===== src/ioerp_consts.vh =====
// What this block does
// - Pin buffer plus registers, SDR or DDR
// - Output and enable paths combinational or registered; input bypass via two flops
// - Data registers clocked only by core clocks
// - Half-rate stage runs on core full-rate clock by phase
// - Full-rate stage runs on core full-rate clock
// - Input: SDR/DDR capture, half/full rate out
// - Output: half/full rate in, SDR/DDR drive
// - Output enable: half/full in, SDR only out
// - Clock enable, reset async or sync selectable
// - Bypass mode on input and output paths
// - Delay chains on input and output paths
// - Low-voltage bank pins: bypass paths only (input still through two flops)
// - Differential bank: four lanes of twelve pins
// - Edge speed 0 slow 1 fast, reset 1
// - Open drain per pin, reset off
// - Keeper and pull-up exclusive, both reset off
// - Swing code 0..3, reset 2
// - On-die termination forces fast edges
//
// Purpose: constants of the pin cell register path
// Assumes: APB slave, 32-bit data, byte addresses
// Notes:   definitions only
`ifndef IOERP_CONSTS_VH
`define IOERP_CONSTS_VH

// ----------------------------------------
// Register offsets
// ----------------------------------------
`define IOERP_ADDR_CTRL      8'h00
`define IOERP_ADDR_DRIVE     8'h04
`define IOERP_ADDR_DELAY     8'h08
`define IOERP_ADDR_STATUS    8'h0c

// ----------------------------------------
// Control fields
// ----------------------------------------
`define IOERP_CTRL_IN_DDR    0
`define IOERP_CTRL_OUT_DDR   1
`define IOERP_CTRL_HALF      2
`define IOERP_CTRL_IN_BYP    3
`define IOERP_CTRL_OUT_BYP   4
`define IOERP_CTRL_OE_BYP    5
`define IOERP_CTRL_SYNC_RST  6
`define IOERP_CTRL_GRP_OUT   7
`define IOERP_CTRL_W         8
`define IOERP_CTRL_RESET     8'h00

// ----------------------------------------
// Driver setting fields
// ----------------------------------------
`define IOERP_DRV_EDGE_FAST  0
`define IOERP_DRV_OPEN_DRAIN 1
`define IOERP_DRV_KEEPER     2
`define IOERP_DRV_PULL_UP    3
`define IOERP_DRV_BOOST      4
`define IOERP_DRV_SWING_LO   5
`define IOERP_DRV_SWING_HI   6
`define IOERP_DRV_SERIES     7
`define IOERP_DRV_ODT        8
`define IOERP_DRV_W          9
`define IOERP_DRV_RESET      9'h051

// ----------------------------------------
// Delay fields and organisation
// ----------------------------------------
`define IOERP_DLY_IN_LO      0
`define IOERP_DLY_IN_HI      2
`define IOERP_DLY_OUT_LO     8
`define IOERP_DLY_OUT_HI     10
`define IOERP_DLY_DEPTH      8
`define IOERP_LANES          4
`define IOERP_PINS_PER_LANE  12
`define IOERP_GROUP_PINS     8

`endif


===== src/ioerp_delay_chain.v =====
// Purpose: programmable cycle delay chain
// Assumes: tap below DEPTH
// Notes:   tap 0 passes straight through
`timescale 1ns/100ps
module ioerp_delay_chain #(
    parameter W     = 3,
    parameter DEPTH = 8,
    parameter SELW  = 3
) (
    input  wire            pclk,      // Full-rate core clock
    input  wire            rst_n,     // Async path reset, low
    input  wire            ce,        // Clock enable
    input  wire            clr,       // Sync clear
    input  wire [W-1:0]    din,       // Chain input
    input  wire [SELW-1:0] tap,       // Delay in cycles
    output wire [W-1:0]    dout       // Delayed data
);

    reg [W-1:0] stage_r [0:DEPTH-1];

    // ----------------------------------------
    // Shift stages
    // ----------------------------------------
    genvar g;
    generate
        for (g = 0; g < DEPTH; g = g + 1) begin : g_stage
            wire [W-1:0] prev;
            // First stage feeds from the input, no index below zero
            if (g == 0) begin : g_head
                assign prev = din;
            end else begin : g_tail
                assign prev = stage_r[g-1];
            end
            always @(posedge pclk or negedge rst_n) begin
                if (!rst_n) begin
                    stage_r[g] <= {W{1'b0}};
                end else if (ce) begin
                    if (clr) begin
                        stage_r[g] <= {W{1'b0}};
                    end else begin
                        stage_r[g] <= prev;
                    end
                end
            end
        end
    endgenerate

    assign dout = (tap == {SELW{1'b0}}) ? din : stage_r[tap - 1'b1];

endmodule // ioerp_delay_chain


===== src/ioerp_ddr_out.v =====
// Purpose: double data rate output register pair
// Assumes: d_rise and d_fall change only at rising edges
// Notes:   xor pair avoids muxing on the clock
`timescale 1ns/100ps
module ioerp_ddr_out (
    input  wire pclk,      // Full-rate core clock
    input  wire rst_n,     // Async path reset, low
    input  wire ce,        // Clock enable
    input  wire clr,       // Sync clear
    input  wire ddr_en,    // High for double data rate
    input  wire d_rise,    // Bit for high half
    input  wire d_fall,    // Bit for low half
    output wire q          // Pin data
);

    reg pos_r;
    reg neg_r;

    wire rise_bit = clr ? 1'b0 : d_rise;
    wire fall_bit = clr ? 1'b0 : (ddr_en ? d_fall : d_rise);

    // ----------------------------------------
    // Rising and falling halves
    // ----------------------------------------
    always @(posedge pclk or negedge rst_n) begin
        if (!rst_n) begin
            pos_r <= 1'b0;
        end else if (ce) begin
            pos_r <= rise_bit ^ neg_r;
        end
    end

    always @(negedge pclk or negedge rst_n) begin
        if (!rst_n) begin
            neg_r <= 1'b0;
        end else if (ce) begin
            neg_r <= fall_bit ^ pos_r;
        end
    end

    assign q = pos_r ^ neg_r;

endmodule // ioerp_ddr_out


===== src/ioerp_pin_cell.v =====
// Purpose: one pin cell with input, output and enable paths
// Assumes: pclk is the core full-rate clock; half rate by phase
// Notes:   settings over APB, zero wait states while ce is high
//
// Register access over APB and the register offsets were left to the implementer.
`timescale 1ns/100ps
`include "ioerp_consts.vh"
module ioerp_pin_cell #(
    parameter REGS_PRESENT = 1,
    parameter LANE_ID      = 0,
    parameter PIN_ID       = 0
) (
    input  wire        pclk,             // Core full-rate clock
    input  wire        presetn,          // Async reset, low
    input  wire        ce,               // Clock enable
    input  wire        psel,             // APB select
    input  wire        penable,          // APB enable
    input  wire        pwrite,           // APB write
    input  wire [7:0]  paddr,            // APB byte address
    input  wire [31:0] pwdata,           // APB write data
    output reg  [31:0] prdata,           // APB read data
    output wire        pready,           // APB ready
    output wire        pslverr,          // APB error
    input  wire        core_rst,         // Core path reset, high
    input  wire [3:0]  core_dout,        // Core data to pin
    input  wire [1:0]  core_oe,          // Core output enable
    output wire [3:0]  core_din,         // Pin data to core
    output wire        core_half_phase,  // Half-rate word taken
    input  wire        pin_in,           // Pin level in
    output wire        pin_out,          // Pin data out
    output wire        pin_oe,           // Pin driven when high
    output wire        drive_edge_fast,  // Effective edge speed
    output wire        drive_open_drain, // Open drain on
    output wire        level_keeper_on,  // Keeper on
    output wire        drive_pull_up,    // Weak pull-up on
    output wire        edge_boost_on,    // Pre-emphasis on
    output wire [1:0]  swing_level_select, // Output swing code
    output wire        group_dir_out     // Group direction out
);

    // ----------------------------------------
    // Settings registers
    // ----------------------------------------
    reg  [`IOERP_CTRL_W-1:0] ctrl_r;
    reg  [`IOERP_DRV_W-1:0]  drv_r;
    reg  [2:0]               dly_in_r;
    reg  [2:0]               dly_out_r;

    wire       wr_en;
    wire       sel_ctrl;
    wire       sel_drv;
    wire       sel_dly;
    wire       sel_stat;
    wire       mapped;
    wire [31:0] status_w;
    reg  [31:0] rd_mux;

    assign sel_ctrl = (paddr == `IOERP_ADDR_CTRL);
    assign sel_drv  = (paddr == `IOERP_ADDR_DRIVE);
    assign sel_dly  = (paddr == `IOERP_ADDR_DELAY);
    assign sel_stat = (paddr == `IOERP_ADDR_STATUS);
    assign mapped   = sel_ctrl | sel_drv | sel_dly | sel_stat;
    assign pready   = ce;
    assign pslverr  = psel & penable & ~mapped;
    assign wr_en    = psel & penable & pwrite & ce & mapped;

    always @(posedge pclk or negedge presetn) begin
        if (!presetn) begin
            ctrl_r    <= `IOERP_CTRL_RESET;
            drv_r     <= `IOERP_DRV_RESET;
            dly_in_r  <= 3'h0;
            dly_out_r <= 3'h0;
        end else if (wr_en) begin
            if (sel_ctrl) begin
                ctrl_r <= pwdata[`IOERP_CTRL_W-1:0];
            end
            if (sel_drv) begin
                drv_r <= pwdata[`IOERP_DRV_W-1:0];
                // Keeper wins when both are asked for
                drv_r[`IOERP_DRV_PULL_UP] <= pwdata[`IOERP_DRV_PULL_UP]
                    & ~pwdata[`IOERP_DRV_KEEPER];
            end
            if (sel_dly) begin
                dly_in_r  <= pwdata[`IOERP_DLY_IN_HI:`IOERP_DLY_IN_LO];
                dly_out_r <= pwdata[`IOERP_DLY_OUT_HI:`IOERP_DLY_OUT_LO];
            end
        end
    end

    always @* begin
        rd_mux = 32'h0000_0000;
        if (sel_ctrl) begin
            rd_mux[`IOERP_CTRL_W-1:0] = ctrl_r;
        end
        if (sel_drv) begin
            rd_mux[`IOERP_DRV_W-1:0] = drv_r;
        end
        if (sel_dly) begin
            rd_mux[`IOERP_DLY_IN_HI:`IOERP_DLY_IN_LO]   = dly_in_r;
            rd_mux[`IOERP_DLY_OUT_HI:`IOERP_DLY_OUT_LO] = dly_out_r;
        end
        if (sel_stat) begin
            rd_mux = status_w;
        end
    end

    // Read data loaded in the setup cycle
    always @(posedge pclk or negedge presetn) begin
        if (!presetn) begin
            prdata <= 32'h0000_0000;
        end else if (ce && psel && !penable) begin
            prdata <= rd_mux;
        end
    end

    // ----------------------------------------
    // Driver settings
    // ----------------------------------------
    assign drive_edge_fast = drv_r[`IOERP_DRV_EDGE_FAST]
        | drv_r[`IOERP_DRV_SERIES] | drv_r[`IOERP_DRV_ODT];
    assign drive_open_drain   = drv_r[`IOERP_DRV_OPEN_DRAIN];
    assign level_keeper_on    = drv_r[`IOERP_DRV_KEEPER];
    assign drive_pull_up      = drv_r[`IOERP_DRV_PULL_UP];
    assign edge_boost_on      = drv_r[`IOERP_DRV_BOOST];
    assign swing_level_select = drv_r[`IOERP_DRV_SWING_HI:`IOERP_DRV_SWING_LO];
    assign group_dir_out      = ctrl_r[`IOERP_CTRL_GRP_OUT];

    // ----------------------------------------
    // Mode decode and path reset
    // ----------------------------------------
    localparam [0:0] HAS_REGS = (REGS_PRESENT != 0);

    wire in_ddr   = ctrl_r[`IOERP_CTRL_IN_DDR];
    wire out_ddr  = ctrl_r[`IOERP_CTRL_OUT_DDR];
    wire half     = ctrl_r[`IOERP_CTRL_HALF];
    wire sync_rst = ctrl_r[`IOERP_CTRL_SYNC_RST];
    wire in_byp   = ~HAS_REGS | ctrl_r[`IOERP_CTRL_IN_BYP];
    wire out_byp  = ~HAS_REGS | ctrl_r[`IOERP_CTRL_OUT_BYP];
    wire oe_byp   = ~HAS_REGS | ctrl_r[`IOERP_CTRL_OE_BYP];

    wire path_rst_n = presetn & ~(core_rst & ~sync_rst);
    wire path_clr   = core_rst & sync_rst;

    // ----------------------------------------
    // Half-rate phase
    // ----------------------------------------
    reg phase_r;

    always @(posedge pclk or negedge path_rst_n) begin
        if (!path_rst_n) begin
            phase_r <= 1'b0;
        end else if (ce) begin
            if (path_clr || !half) begin
                phase_r <= 1'b0;
            end else begin
                phase_r <= ~phase_r;
            end
        end
    end

    assign core_half_phase = half & ~phase_r;

    // ----------------------------------------
    // Output and enable gearing
    // ----------------------------------------
    reg  [1:0] ow_r;
    reg  [1:0] ohold_r;
    reg        oe_r;
    reg        oehold_r;
    wire [2:0] o_dly;
    wire       ddr_q;

    always @(posedge pclk or negedge path_rst_n) begin
        if (!path_rst_n) begin
            ow_r     <= 2'h0;
            ohold_r  <= 2'h0;
            oe_r     <= 1'b0;
            oehold_r <= 1'b0;
        end else if (ce) begin
            if (path_clr) begin
                ow_r     <= 2'h0;
                ohold_r  <= 2'h0;
                oe_r     <= 1'b0;
                oehold_r <= 1'b0;
            end else if (half && !phase_r) begin
                ow_r     <= core_dout[1:0];
                ohold_r  <= core_dout[3:2];
                oe_r     <= core_oe[0];
                oehold_r <= core_oe[1];
            end else if (half) begin
                ow_r <= ohold_r;
                oe_r <= oehold_r;
            end else begin
                ow_r <= core_dout[1:0];
                oe_r <= core_oe[0];
            end
        end
    end

    ioerp_delay_chain #(
        .W     (3),
        .DEPTH (`IOERP_DLY_DEPTH),
        .SELW  (3)
    ) u_out_dly (
        .pclk  (pclk),
        .rst_n (path_rst_n),
        .ce    (ce),
        .clr   (path_clr),
        .din   ({oe_r, ow_r}),
        .tap   (dly_out_r),
        .dout  (o_dly)
    );

    ioerp_ddr_out u_ddr_out (
        .pclk   (pclk),
        .rst_n  (path_rst_n),
        .ce     (ce),
        .clr    (path_clr),
        .ddr_en (out_ddr),
        .d_rise (o_dly[0]),
        .d_fall (o_dly[1]),
        .q      (ddr_q)
    );

    // ----------------------------------------
    // Pin drive
    // ----------------------------------------
    wire data_eff = out_byp ? core_dout[0] : ddr_q;
    wire oe_eff   = oe_byp ? core_oe[0] : o_dly[2];

    assign pin_out = drive_open_drain ? 1'b0 : data_eff;
    assign pin_oe  = drive_open_drain ? (oe_eff & ~data_eff) : oe_eff;

    // ----------------------------------------
    // Input capture
    // ----------------------------------------
    reg  rs1_r;
    reg  rs2_r;
    reg  rs3_r;
    reg  fs1_r;
    reg  fs2_r;
    reg  fs3_r;
    wire [1:0] i_dly;
    wire [1:0] iw;
    reg  [1:0] ihold_r;
    reg  [3:0] din_r;

    always @(posedge pclk or negedge presetn) begin
        if (!presetn) begin
            rs1_r <= 1'b0;
            rs2_r <= 1'b0;
            rs3_r <= 1'b0;
            fs3_r <= 1'b0;
        end else if (ce) begin
            rs1_r <= pin_in;
            rs2_r <= rs1_r;
            rs3_r <= rs2_r;
            fs3_r <= fs2_r;
        end
    end

    always @(negedge pclk or negedge presetn) begin
        if (!presetn) begin
            fs1_r <= 1'b0;
            fs2_r <= 1'b0;
        end else if (ce) begin
            fs1_r <= pin_in;
            fs2_r <= fs1_r;
        end
    end

    ioerp_delay_chain #(
        .W     (2),
        .DEPTH (`IOERP_DLY_DEPTH),
        .SELW  (3)
    ) u_in_dly (
        .pclk  (pclk),
        .rst_n (path_rst_n),
        .ce    (ce),
        .clr   (path_clr),
        .din   ({fs3_r, rs3_r}),
        .tap   (dly_in_r),
        .dout  (i_dly)
    );

    assign iw = in_ddr ? i_dly : {1'b0, i_dly[0]};

    always @(posedge pclk or negedge path_rst_n) begin
        if (!path_rst_n) begin
            ihold_r <= 2'h0;
            din_r   <= 4'h0;
        end else if (ce) begin
            if (path_clr) begin
                ihold_r <= 2'h0;
                din_r   <= 4'h0;
            end else if (half && !phase_r) begin
                ihold_r <= iw;
            end else if (half) begin
                din_r <= {iw, ihold_r};
            end else begin
                din_r <= {2'h0, iw};
            end
        end
    end

    assign core_din = in_byp ? {3'h0, rs2_r} : din_r;

    // ----------------------------------------
    // Status
    // ----------------------------------------
    localparam [31:0] LANE_I = LANE_ID % `IOERP_LANES;
    localparam [31:0] PIN_I  = PIN_ID % `IOERP_PINS_PER_LANE;

    assign status_w = {20'h0, PIN_I[3:0], 2'h0, LANE_I[1:0],
                       phase_r, HAS_REGS, drive_edge_fast, rs2_r};

endmodule // ioerp_pin_cell


===== config.mk =====
export PLATFORM = sky130hd
export DESIGN_NAME = ioerp_pin_cell
export DESIGN_NICKNAME = d
export VERILOG_FILES = /design/src/ioerp_delay_chain.v /design/src/ioerp_ddr_out.v /design/src/ioerp_pin_cell.v
export VERILOG_INCLUDE_DIRS = /design/src
export SDC_FILE = /design/constraint.sdc
export NUM_CORES = 1
export LEC_CHECK = 0
export ABC_CLOCK_PERIOD_IN_PS = 9360
export BUFFER_PORTS_ARGS = -buffer_cell sky130_fd_sc_hd__buf_2
export CAP_MARGIN = 10
export CORE_MARGIN = 2
export CORE_UTILIZATION = 50
export CTS_CLUSTER_SIZE = 30
export DETAILED_ROUTE_END_ITERATION = 10
export PLACE_DENSITY = 0.75
export SYNTH_ARGS = -nofsm -noshare
export SYNTH_HDL_FRONTEND = slang
export SYNTH_SLANG_ARGS = --single-unit

===== constraint.sdc =====
create_clock -name pclk -period 9.36 [get_ports pclk]
set_clock_uncertainty 0.1 [all_clocks]
set_input_delay 1.872 -clock pclk [delete_from_list [all_inputs] [get_ports pclk]]
set_output_delay 1.872 -clock pclk [all_outputs]
set_load 0.02 [all_outputs]

# Yosys cells after proc, flatten, opt, wreduce, memory -nomap -nowiden
# Cells that the tools add are included.
# totals
elab_cells	141
out_inout_bits	49
reg_bits	116
# op_classes
addsub	2
muxes	54
n_bitwise	27
reduce_logical	16
n_lt_le_gt_ge	2
eq_ne	4
# ops
operator	count
$mux 3	13
$mux 2	19
$eq 8x4->1 const B	2
$mux 4	4
$mux 1	13
$and 1x1->1	11
$mux 11	1
$reduce_and 2->1	5
$bmux 3 s3	1
$mux 9	1
$eq 8x3->1 const B	1
$ge 4x4->1 const B	2
$logic_not 8->1	1
$mux 8	1
$not 3->4	2
$bmux 2 s3	1
$logic_not 3->1	2
$not 1->1	6
$sub 3x1->3 const B	2
$or 1x1->1	5
$logic_and 1x1->1	3
$logic_not 1->1	3
$xor 1x1->1	3
$ne 2x2->1 const B	1
other kinds (2)	2

# Longest topological paths before layout
# Gate-level depths: netlist (run 1).
# logic_depth
depth_word	10
depth_mapped	10
depth_no_buf	8

# Hierarchy
# A second synthesis (run 1) with hierarchy kept.
# hier_totals
hier_cells	458
hier_area_um2	4917.2
# modules_own_cells
mod	cells_per_inst	instances	seq_area_each_um2	area_each_um2
ioerp_pin_cell	225	1	1330.0	2616.3
ioerp_delay_chain (u_out_dly)	132	1	600.6	1303.8
ioerp_delay_chain (u_in_dly)	89	1	400.4	883.3
ioerp_ddr_out	12	1	50.0	113.9

==> results of run 1 <==
==> cell type report <==
cell class	instances	area (um^2)	area share (%)
repair buffers	65	338	6.31
clock inverters	5	63.8	1.19
inverters	17	63.8	1.19
well taps	133	166	3.11
multi-input cells	290	2190	40.9
clock buffers	11	151	2.83
flip-flops and latches	95	2380	44.4
==> worst max path at each step <==
stage	to	slack, ns	cells after the start
3_3_place_gp	u_ddr_out.neg_r$_DFFE_NN0P_	1.33	6
5_1_grt	pin_oe	1.06	4
3_5_place_dp	u_ddr_out.neg_r$_DFFE_NN0P_	1.28	6
2_1_floorplan	u_ddr_out.neg_r$_DFFE_NN0P_	0.84	1
6_report	pin_oe	1.15	4
4_1_cts	pin_oe	1.14	4
==> worst max-delay path, delay by kind of cell (launching register included) <==
kind | cells | cell delay, ns
buffers and inverters | 1 | 0.21
xor gates and xnor gates | 1 | 0.15
AOI/OAI and AO/OA | 2 | 0.37
DFF | 1 | 0.48
==> cell usage in the layout (no fill, tap or decap), types with 10 or more instances in the layout <==
cell type  Yosys  final
mux2_2        16     16
mux2i_1       10     10
o2bb2ai_1     43     43
inv_1         17     17
nor2_1        15     15
a22o_1        11     11
o21ai_0       22     22
nand2_1       71     71
clkbuf_8       3     11
buf_2          1     60
conb_1         1     21
dfrtp_1       89     89
==> cells in the mapped netlist, types with 4 or more instances <==
cell and number:
o21ai_0 22, a22o_1 11, buf_6 5, nand3_1 4
mux2_2 16, nor2b_1 4, mux4_2 8, mux2_4 8
clkbuf_1 16, dfrtp_1 89, inv_1 17, nand3b_1 4
o2bb2ai_1 43, buf_4 25, nand2_1 71, nor2_1 15
mux2i_1 10, ha_1 4, mux4_1 6
==> cells by family after synthesis <==
logic type                 Yosys count  share of synthesized area (%)
and+or+nand+nor                    119                           11.3
AOI/OAI and AO/OA                   96                           15.1
DFF                                 95                           48.6
buffers and inverters               67                           8.45
muxes                               48                           15.1
adders and majority gates            4                           1.02
xor gates and xnor gates             2                          0.357
other                                1                         0.0765
==> stage by stage <==
step           hold WS, ns  utilization, %  total power, mW  cell area (um^2)  setup WS (ns)
6_report             0.362            55.6            0.895              5360           1.15
5_1_grt              0.374            55.6            0.938              5360           1.06
4_1_cts              0.355            55.6            0.904              5360           1.14
3_5_place_dp         0.357            53.3            0.617              5140           1.28
3_3_place_gp         0.348            53.3            0.611              5140           1.33
2_1_floorplan        0.335               -            0.582              4980          0.837
==> power by group through the flow <==
stage	combinational, mW	sequential, mW	clock [mW]
finish	0.130	0.479	0.287
global route	0.146	0.484	0.308
CTS	0.131	0.479	0.294
detailed placement	0.131	0.486	0
global placement	0.127	0.484	0
floorplan	0.106	0.476	0
==> per-layer routing <==
metal,GRT usage [%],vias to the layer above,wire [um]
li1,-,1596,-
met1,27.9,1688,4640
met2,31.9,94,4700
met3,4.34,17,486
met4,6.38,0,147
met5,0,-,0
==> state kept, by name (all words and copies together), names as in the netlist <==
name	count
prdata	11
u_out_dly.stage_r	3
ihold_r	2
rs3_r	1
oehold_r	1
din_r	4
fs3_r	1
ohold_r	2
dly_out_r	3
u_ddr_out.pos_r	1
u_in_dly.stage_r	2
phase_r	1
oe_r	1
ow_r	2
fs1_r	1
u_out_dly.g_stage.prev	21
drv_r	9
rs1_r	1
fs2_r	1
dly_in_r	3
u_ddr_out.neg_r	1
rs2_r	1
u_in_dly.g_stage.prev	14
ctrl_r	8
==> impl_metrics.csv, run 1 <==
group,metric,value,unit
worst_setup_path,crit_type,"register to output pin",
cts,cts_root_buffer,"clkbuf_8",
cts,numClockSinks,95,
worst_setup_path,reg2regPathDepth,8,
drt,drt_iter0_markers,125,
job,max_cap_viol_count,0,
cts,cts_buffer_depth,2,
worst_setup_path,cp.required,7.39,ns
cts,clk_pin_slew,0.06,ns
power,p_per_area,167,mW/mm^2
drt,vias,3395,
floorplanning,die_h,103,um
synthesis,yosys_most_used_dff,"dfrtp_1",
floorplanning,io_pins,103,
cts,htree_levels,3,
drt,post_drt_wl_per_cell,16.2,um
sta,max_slew.worst_pin.slew,0.884,ns
power,power_frac_comb,14.5,%
placement,dp_cells,600,
hold_path,whs_endpoint,"fs2_r$_DFFE_NN0P_",
floorplanning,core,0.00964,mm^2
drt,firstDrtPassIters,5,
placement,hpwl,6990,um
hold_path,min_from,"fs2_r$_DFFE_NN0P_",
worst_setup_path,r2r_start,"dly_out_r[0]$_DFFE_PN0P_",
drt,viasPerCell,5.51,
worst_setup_path,crit_arrival,6.24,ns
synthesis,syn_inst,432,
power,pwr-share-clk,32.0,%
synthesis,synth_edf_count,0,
synthesis,syn_area,0.00490,mm^2
worst_setup_path,crit_path_start_kind,"register",
cells_and_area,fin_cells,616,
floorplanning,initial_core_util,50.9,%
global_routing,grt_max_degree,55,
global_routing,track_usage,20.1,%
worst_setup_path,cp-end-kind,"output pin",
worst_setup_path,path_cells,"xnor2_1 > o21ai_0 > a221oi_1 > buf_2",
synthesis,seq_area_frac_synth,48.6,%
worst_setup_path,r2r_slack,1.87,ns
outcome,status,"completed",
cells_and_area,syn2layout_area_growth,9.29,%
placement,gp_congestion,0.799,
floorplanning,die-area,0.0106,mm^2
synthesis,yosysTopAreaCellShare,45.4,%
hold_path,hold_path_depth,1,
sta,max_slew_margin,40.9,%
power,p_int,0.648,mW
global_routing,grt_first_pass_wirelength,16300,um
floorplanning,die_w,103,um
floorplanning,fp-row-count,36,
cells_and_area,num-nets-final,536,
sta,hold_viol,0,
drt,ant_nets,0,
cells_and_area,drive_above_1_share,26.1,%
power,ir_drop,0.0000957,V
cts,cts_setup_buffers,0,
synthesis,synth.largest_area_cell,"dfrtp_1",
cells_and_area,antenna_cells,0,
synthesis,yosysWarnings,0,
drt,remaining_drc_errors,0,
sta,rsz0062_at_grt,"no",
hold_path,hp-class,"register to register",
synthesis,avgSynthCellArea,11.3,um^2
cts,cts_inserted_buffers,9,
placement,portBuffers,60,
worst_setup_path,r2r-end,"u_ddr_out.neg_r$_DFFE_NN0P_",
cts,insertion_delay,0.37,ns
power,p_switching,0.247,mW
worst_setup_path,startpoint,"u_ddr_out.neg_r$_DFFE_NN0P_",
synthesis,synthArstFlopShare,100,%
worst_setup_path,cpMaxStageDelayCell,"dfrtn_1",
synthesis,netlist-cell-type-count,52,
synthesis,yosys_register_bits,95,
sta,finalSetupTns,0,ns
drt,wl,9970,um
sta,setup_violations,0,
global_routing,grt_overflow,0,
power,p_seq_share,53.5,%
global_routing,grt_pass1_vias,3318,
sta,timing.final.max_slew_violations,0,
global_routing,antenna_found_initial,0,
worst_setup_path,path_max_fanout,3,
power,swShare,27.6,%
cts,ctsResizeCount,0,
cells_and_area,num-fill-cells,862,
cts,cts_tree,"yes",
power,p_leak,2.55,nW
worst_setup_path,cpPeakStageDelay,0.48,ns
cts,holdBufCountCts,0,
synthesis,synth_area_leaders,"dfrtp_1 (45%), o2bb2ai_1 (7.7%), nand2_1 (5.4%), buf_4 (3.8%), mux2_2 (3.7%)",
Note: power is estimated with default switching activity, not from simulation.
==> run 2, diff against run 1 <==
- ABC_CLOCK_PERIOD_IN_PS: 9360 -> 8600
- CORE_ASPECT_RATIO: not set -> 0.6
- HOLD_SLACK_MARGIN: not set -> 0.02
- clock period: 9.36 -> 8.6 ns (I/O delays scaled with it)
==> run 2 against run 1 <==
Against the previous run: non-clock buffer count did not move; highest routed layer unchanged; critical path depth did not move; final cell count fell by 0.49%; register-to-register slack got worse by 0.35 ns; largest cell class unchanged; sequential power rose by 9.2%; final area rose by 1.5%.
==> impl_metrics.csv, run 2 (same netlist as run 1, synthesis figures left out) <==
group,metric,value,unit
power,swShare,27.0,%
outcome,status,"completed",
drt,ant_nets,0,
floorplanning,die_w,132,um
worst_setup_path,crit_path_start_kind,"register",
worst_setup_path,cpPeakStageDelay,0.46,ns
worst_setup_path,path_max_fanout,3,
cells_and_area,post-route-util,58.1,%
cells_and_area,largest_reg_flops,21,
sta,finalSetupTns,0,ns
global_routing,grt_first_pass_wirelength,18400,um
placement,dp_slack,1.11,ns
global_routing,grt_overflow,0,
drt,vias,3494,
placement,dp_cells,597,
drt,routed-wl-met2,4790,um
power,p_int,0.779,mW
cts,cts_buffer_depth,2,
floorplanning,die-area,0.0106,mm^2
drt,viasPerCell,5.70,
floorplanning,fp-row-count,27,
global_routing,track_usage,22.4,%
cells_and_area,syn2layout_area_growth,10.9,%
power,power,1.07,mW
worst_setup_path,startpoint,"u_ddr_out.neg_r$_DFFE_NN0P_",
hold_path,hold_path_depth,1,
floorplanning,core,0.00936,mm^2
power,p_switching,0.288,mW
cells_and_area,layout_common_cells,"dfrtp_1 (89), nand2_1 (71), buf_2 (60), o2bb2ai_1 (43), o21ai_0 (22)",
cts,cts_setup_buffers,0,
sta,fin_ws,0.894,ns
worst_setup_path,cp-end-kind,"output pin",
power,p_leak,2.59,nW
drt,remaining_drc_errors,0,
worst_setup_path,path_depth,4,
power,pwr-share-clk,37.4,%
cts,clk_pin_slew,0.05,ns
worst_setup_path,path_cells,"xnor2_1 > o21ai_0 > a221oi_1 > buf_2",
job,max_cap_viol_count,0,
worst_setup_path,crit_type,"register to output pin",
worst_setup_path,critPathTopFamily,"flip-flops",
sta,holdWs,0.360,ns
cells_and_area,num-nets-final,536,
cts,htree_levels,3,
floorplanning,initial_core_util,52.4,%
drt,post_drt_wl_per_cell,17.9,um
cells_and_area,fin_cells,613,
cts,numClockSinks,95,
global_routing,antenna_found_initial,0,
sta,timing.final.max_slew_violations,0,
power,power_frac_comb,13.5,%
placement,hpwl,7850,um
sta,setup_violations,0,
cells_and_area,antenna_cells,0,
cts,cts_tree,"yes",
sta,max_slew.worst_pin.slew,0.927,ns
power,p_per_area,196,mW/mm^2
floorplanning,die_h,80.7,um
cts,cts_inserted_buffers,9,
sta,hold_viol,0,
cts,cts_root_buffer,"clkbuf_16",
sta,max_slew_margin,38.0,%
cts,insertion_delay,0.35,ns
cells_and_area,final_common_cell,"dfrtp_1",
placement,gp_congestion,0.859,
worst_setup_path,cpMaxStageDelayCell,"dfrtn_1",
drt,topRoutingLayerUsed,"met4",
placement,portBuffers,60,
cells_and_area,drive_above_1_share,26.1,%
placement,placed_area,0.00514,mm^2
hold_path,min_from,"fs1_r$_DFFE_NN0P_",
drt,routedLengthMet1,5320,um
worst_setup_path,cp.required,6.78,ns
hold_path,hp-class,"register to register",
sta,rsz0062_at_grt,"no",
drt,met3_length,683,um
cts,ctsResizeCount,0,
cts,holdBufCountCts,0,
worst_setup_path,crit_arrival,5.89,ns
global_routing,grt_max_degree,55,
power,ir_drop,0.000118,V
global_routing,grt_pass1_vias,3457,
worst_setup_path,reg2regPathDepth,8,
worst_setup_path,path_buf_inv,1,
power,p_seq_share,49.0,%
cells_and_area,stdcell_area,0.00544,mm^2
drt,drt_iter0_markers,202,
drt,firstDrtPassIters,4,
drt,wl,11000,um
floorplanning,io_pins,103,
worst_setup_path,r2r_start,"dly_out_r[0]$_DFFE_PN0P_",
## run 2: cell types whose count changed in the layout (fill, tap and decap cells not counted), sizes merged
cell,previous run,this run
clkinvlp,1,2
clkbuf,11,9
inv,19,18
clkinv,1,3
## run 2: layout make-up
type / count / area (um^2)
well taps: 130 / 163
clock buffers: 9 / 225
multi-input cells: 290 / 2190
inverters: 17 / 63.8
flip-flops and latches: 95 / 2380
repair buffers: 65 / 338
fillers: 791 / 3920
clock inverters: 7 / 72.6
## run 2: worst reg2reg max path, stage by stage, from the launching register on
cell,delay (ns)
dfrtp_1,0.53
inv_1,0.18
ha_1,0.54
mux4_2,0.60
o221ai_2,0.20
a21o_2,0.12
nor2_1,0.05
mux2i_1,0.16
o2111ai_1,0.13
## run 2: path summary, 6_finish.rpt
check                                         endpoint  slack, ns
max reg2reg                u_ddr_out.neg_r$_DFFE_NN0P_       1.52
max in group asynchronous            fs1_r$_DFFE_NN0P_       2.42
min                                  fs2_r$_DFFE_NN0P_       0.36
max                                             pin_oe       0.89
min reg2reg                          fs2_r$_DFFE_NN0P_       0.36
min in group asynchronous  u_ddr_out.pos_r$_DFFE_PN0P_       0.67
## run 2: routing by layer
metal  vias up  GRT usage, %
li1       1599             -
met1      1770          32.7
met2       109          32.9
met3        16          6.00
met4         0          6.41
met5         -             0
## run 2: power by group through the flow
| stage | Combinational (mW) | Clock [mW] | Sequential, mW |
|---|---|---|---|
| 2_1_floorplan | 0.115 | 0 | 0.518 |
| 3_3_place_gp | 0.138 | 0 | 0.528 |
| 3_5_place_dp | 0.144 | 0 | 0.529 |
| 4_1_cts | 0.145 | 0.404 | 0.522 |
| 5_1_grt | 0.160 | 0.424 | 0.528 |
| 6_report | 0.144 | 0.399 | 0.523 |
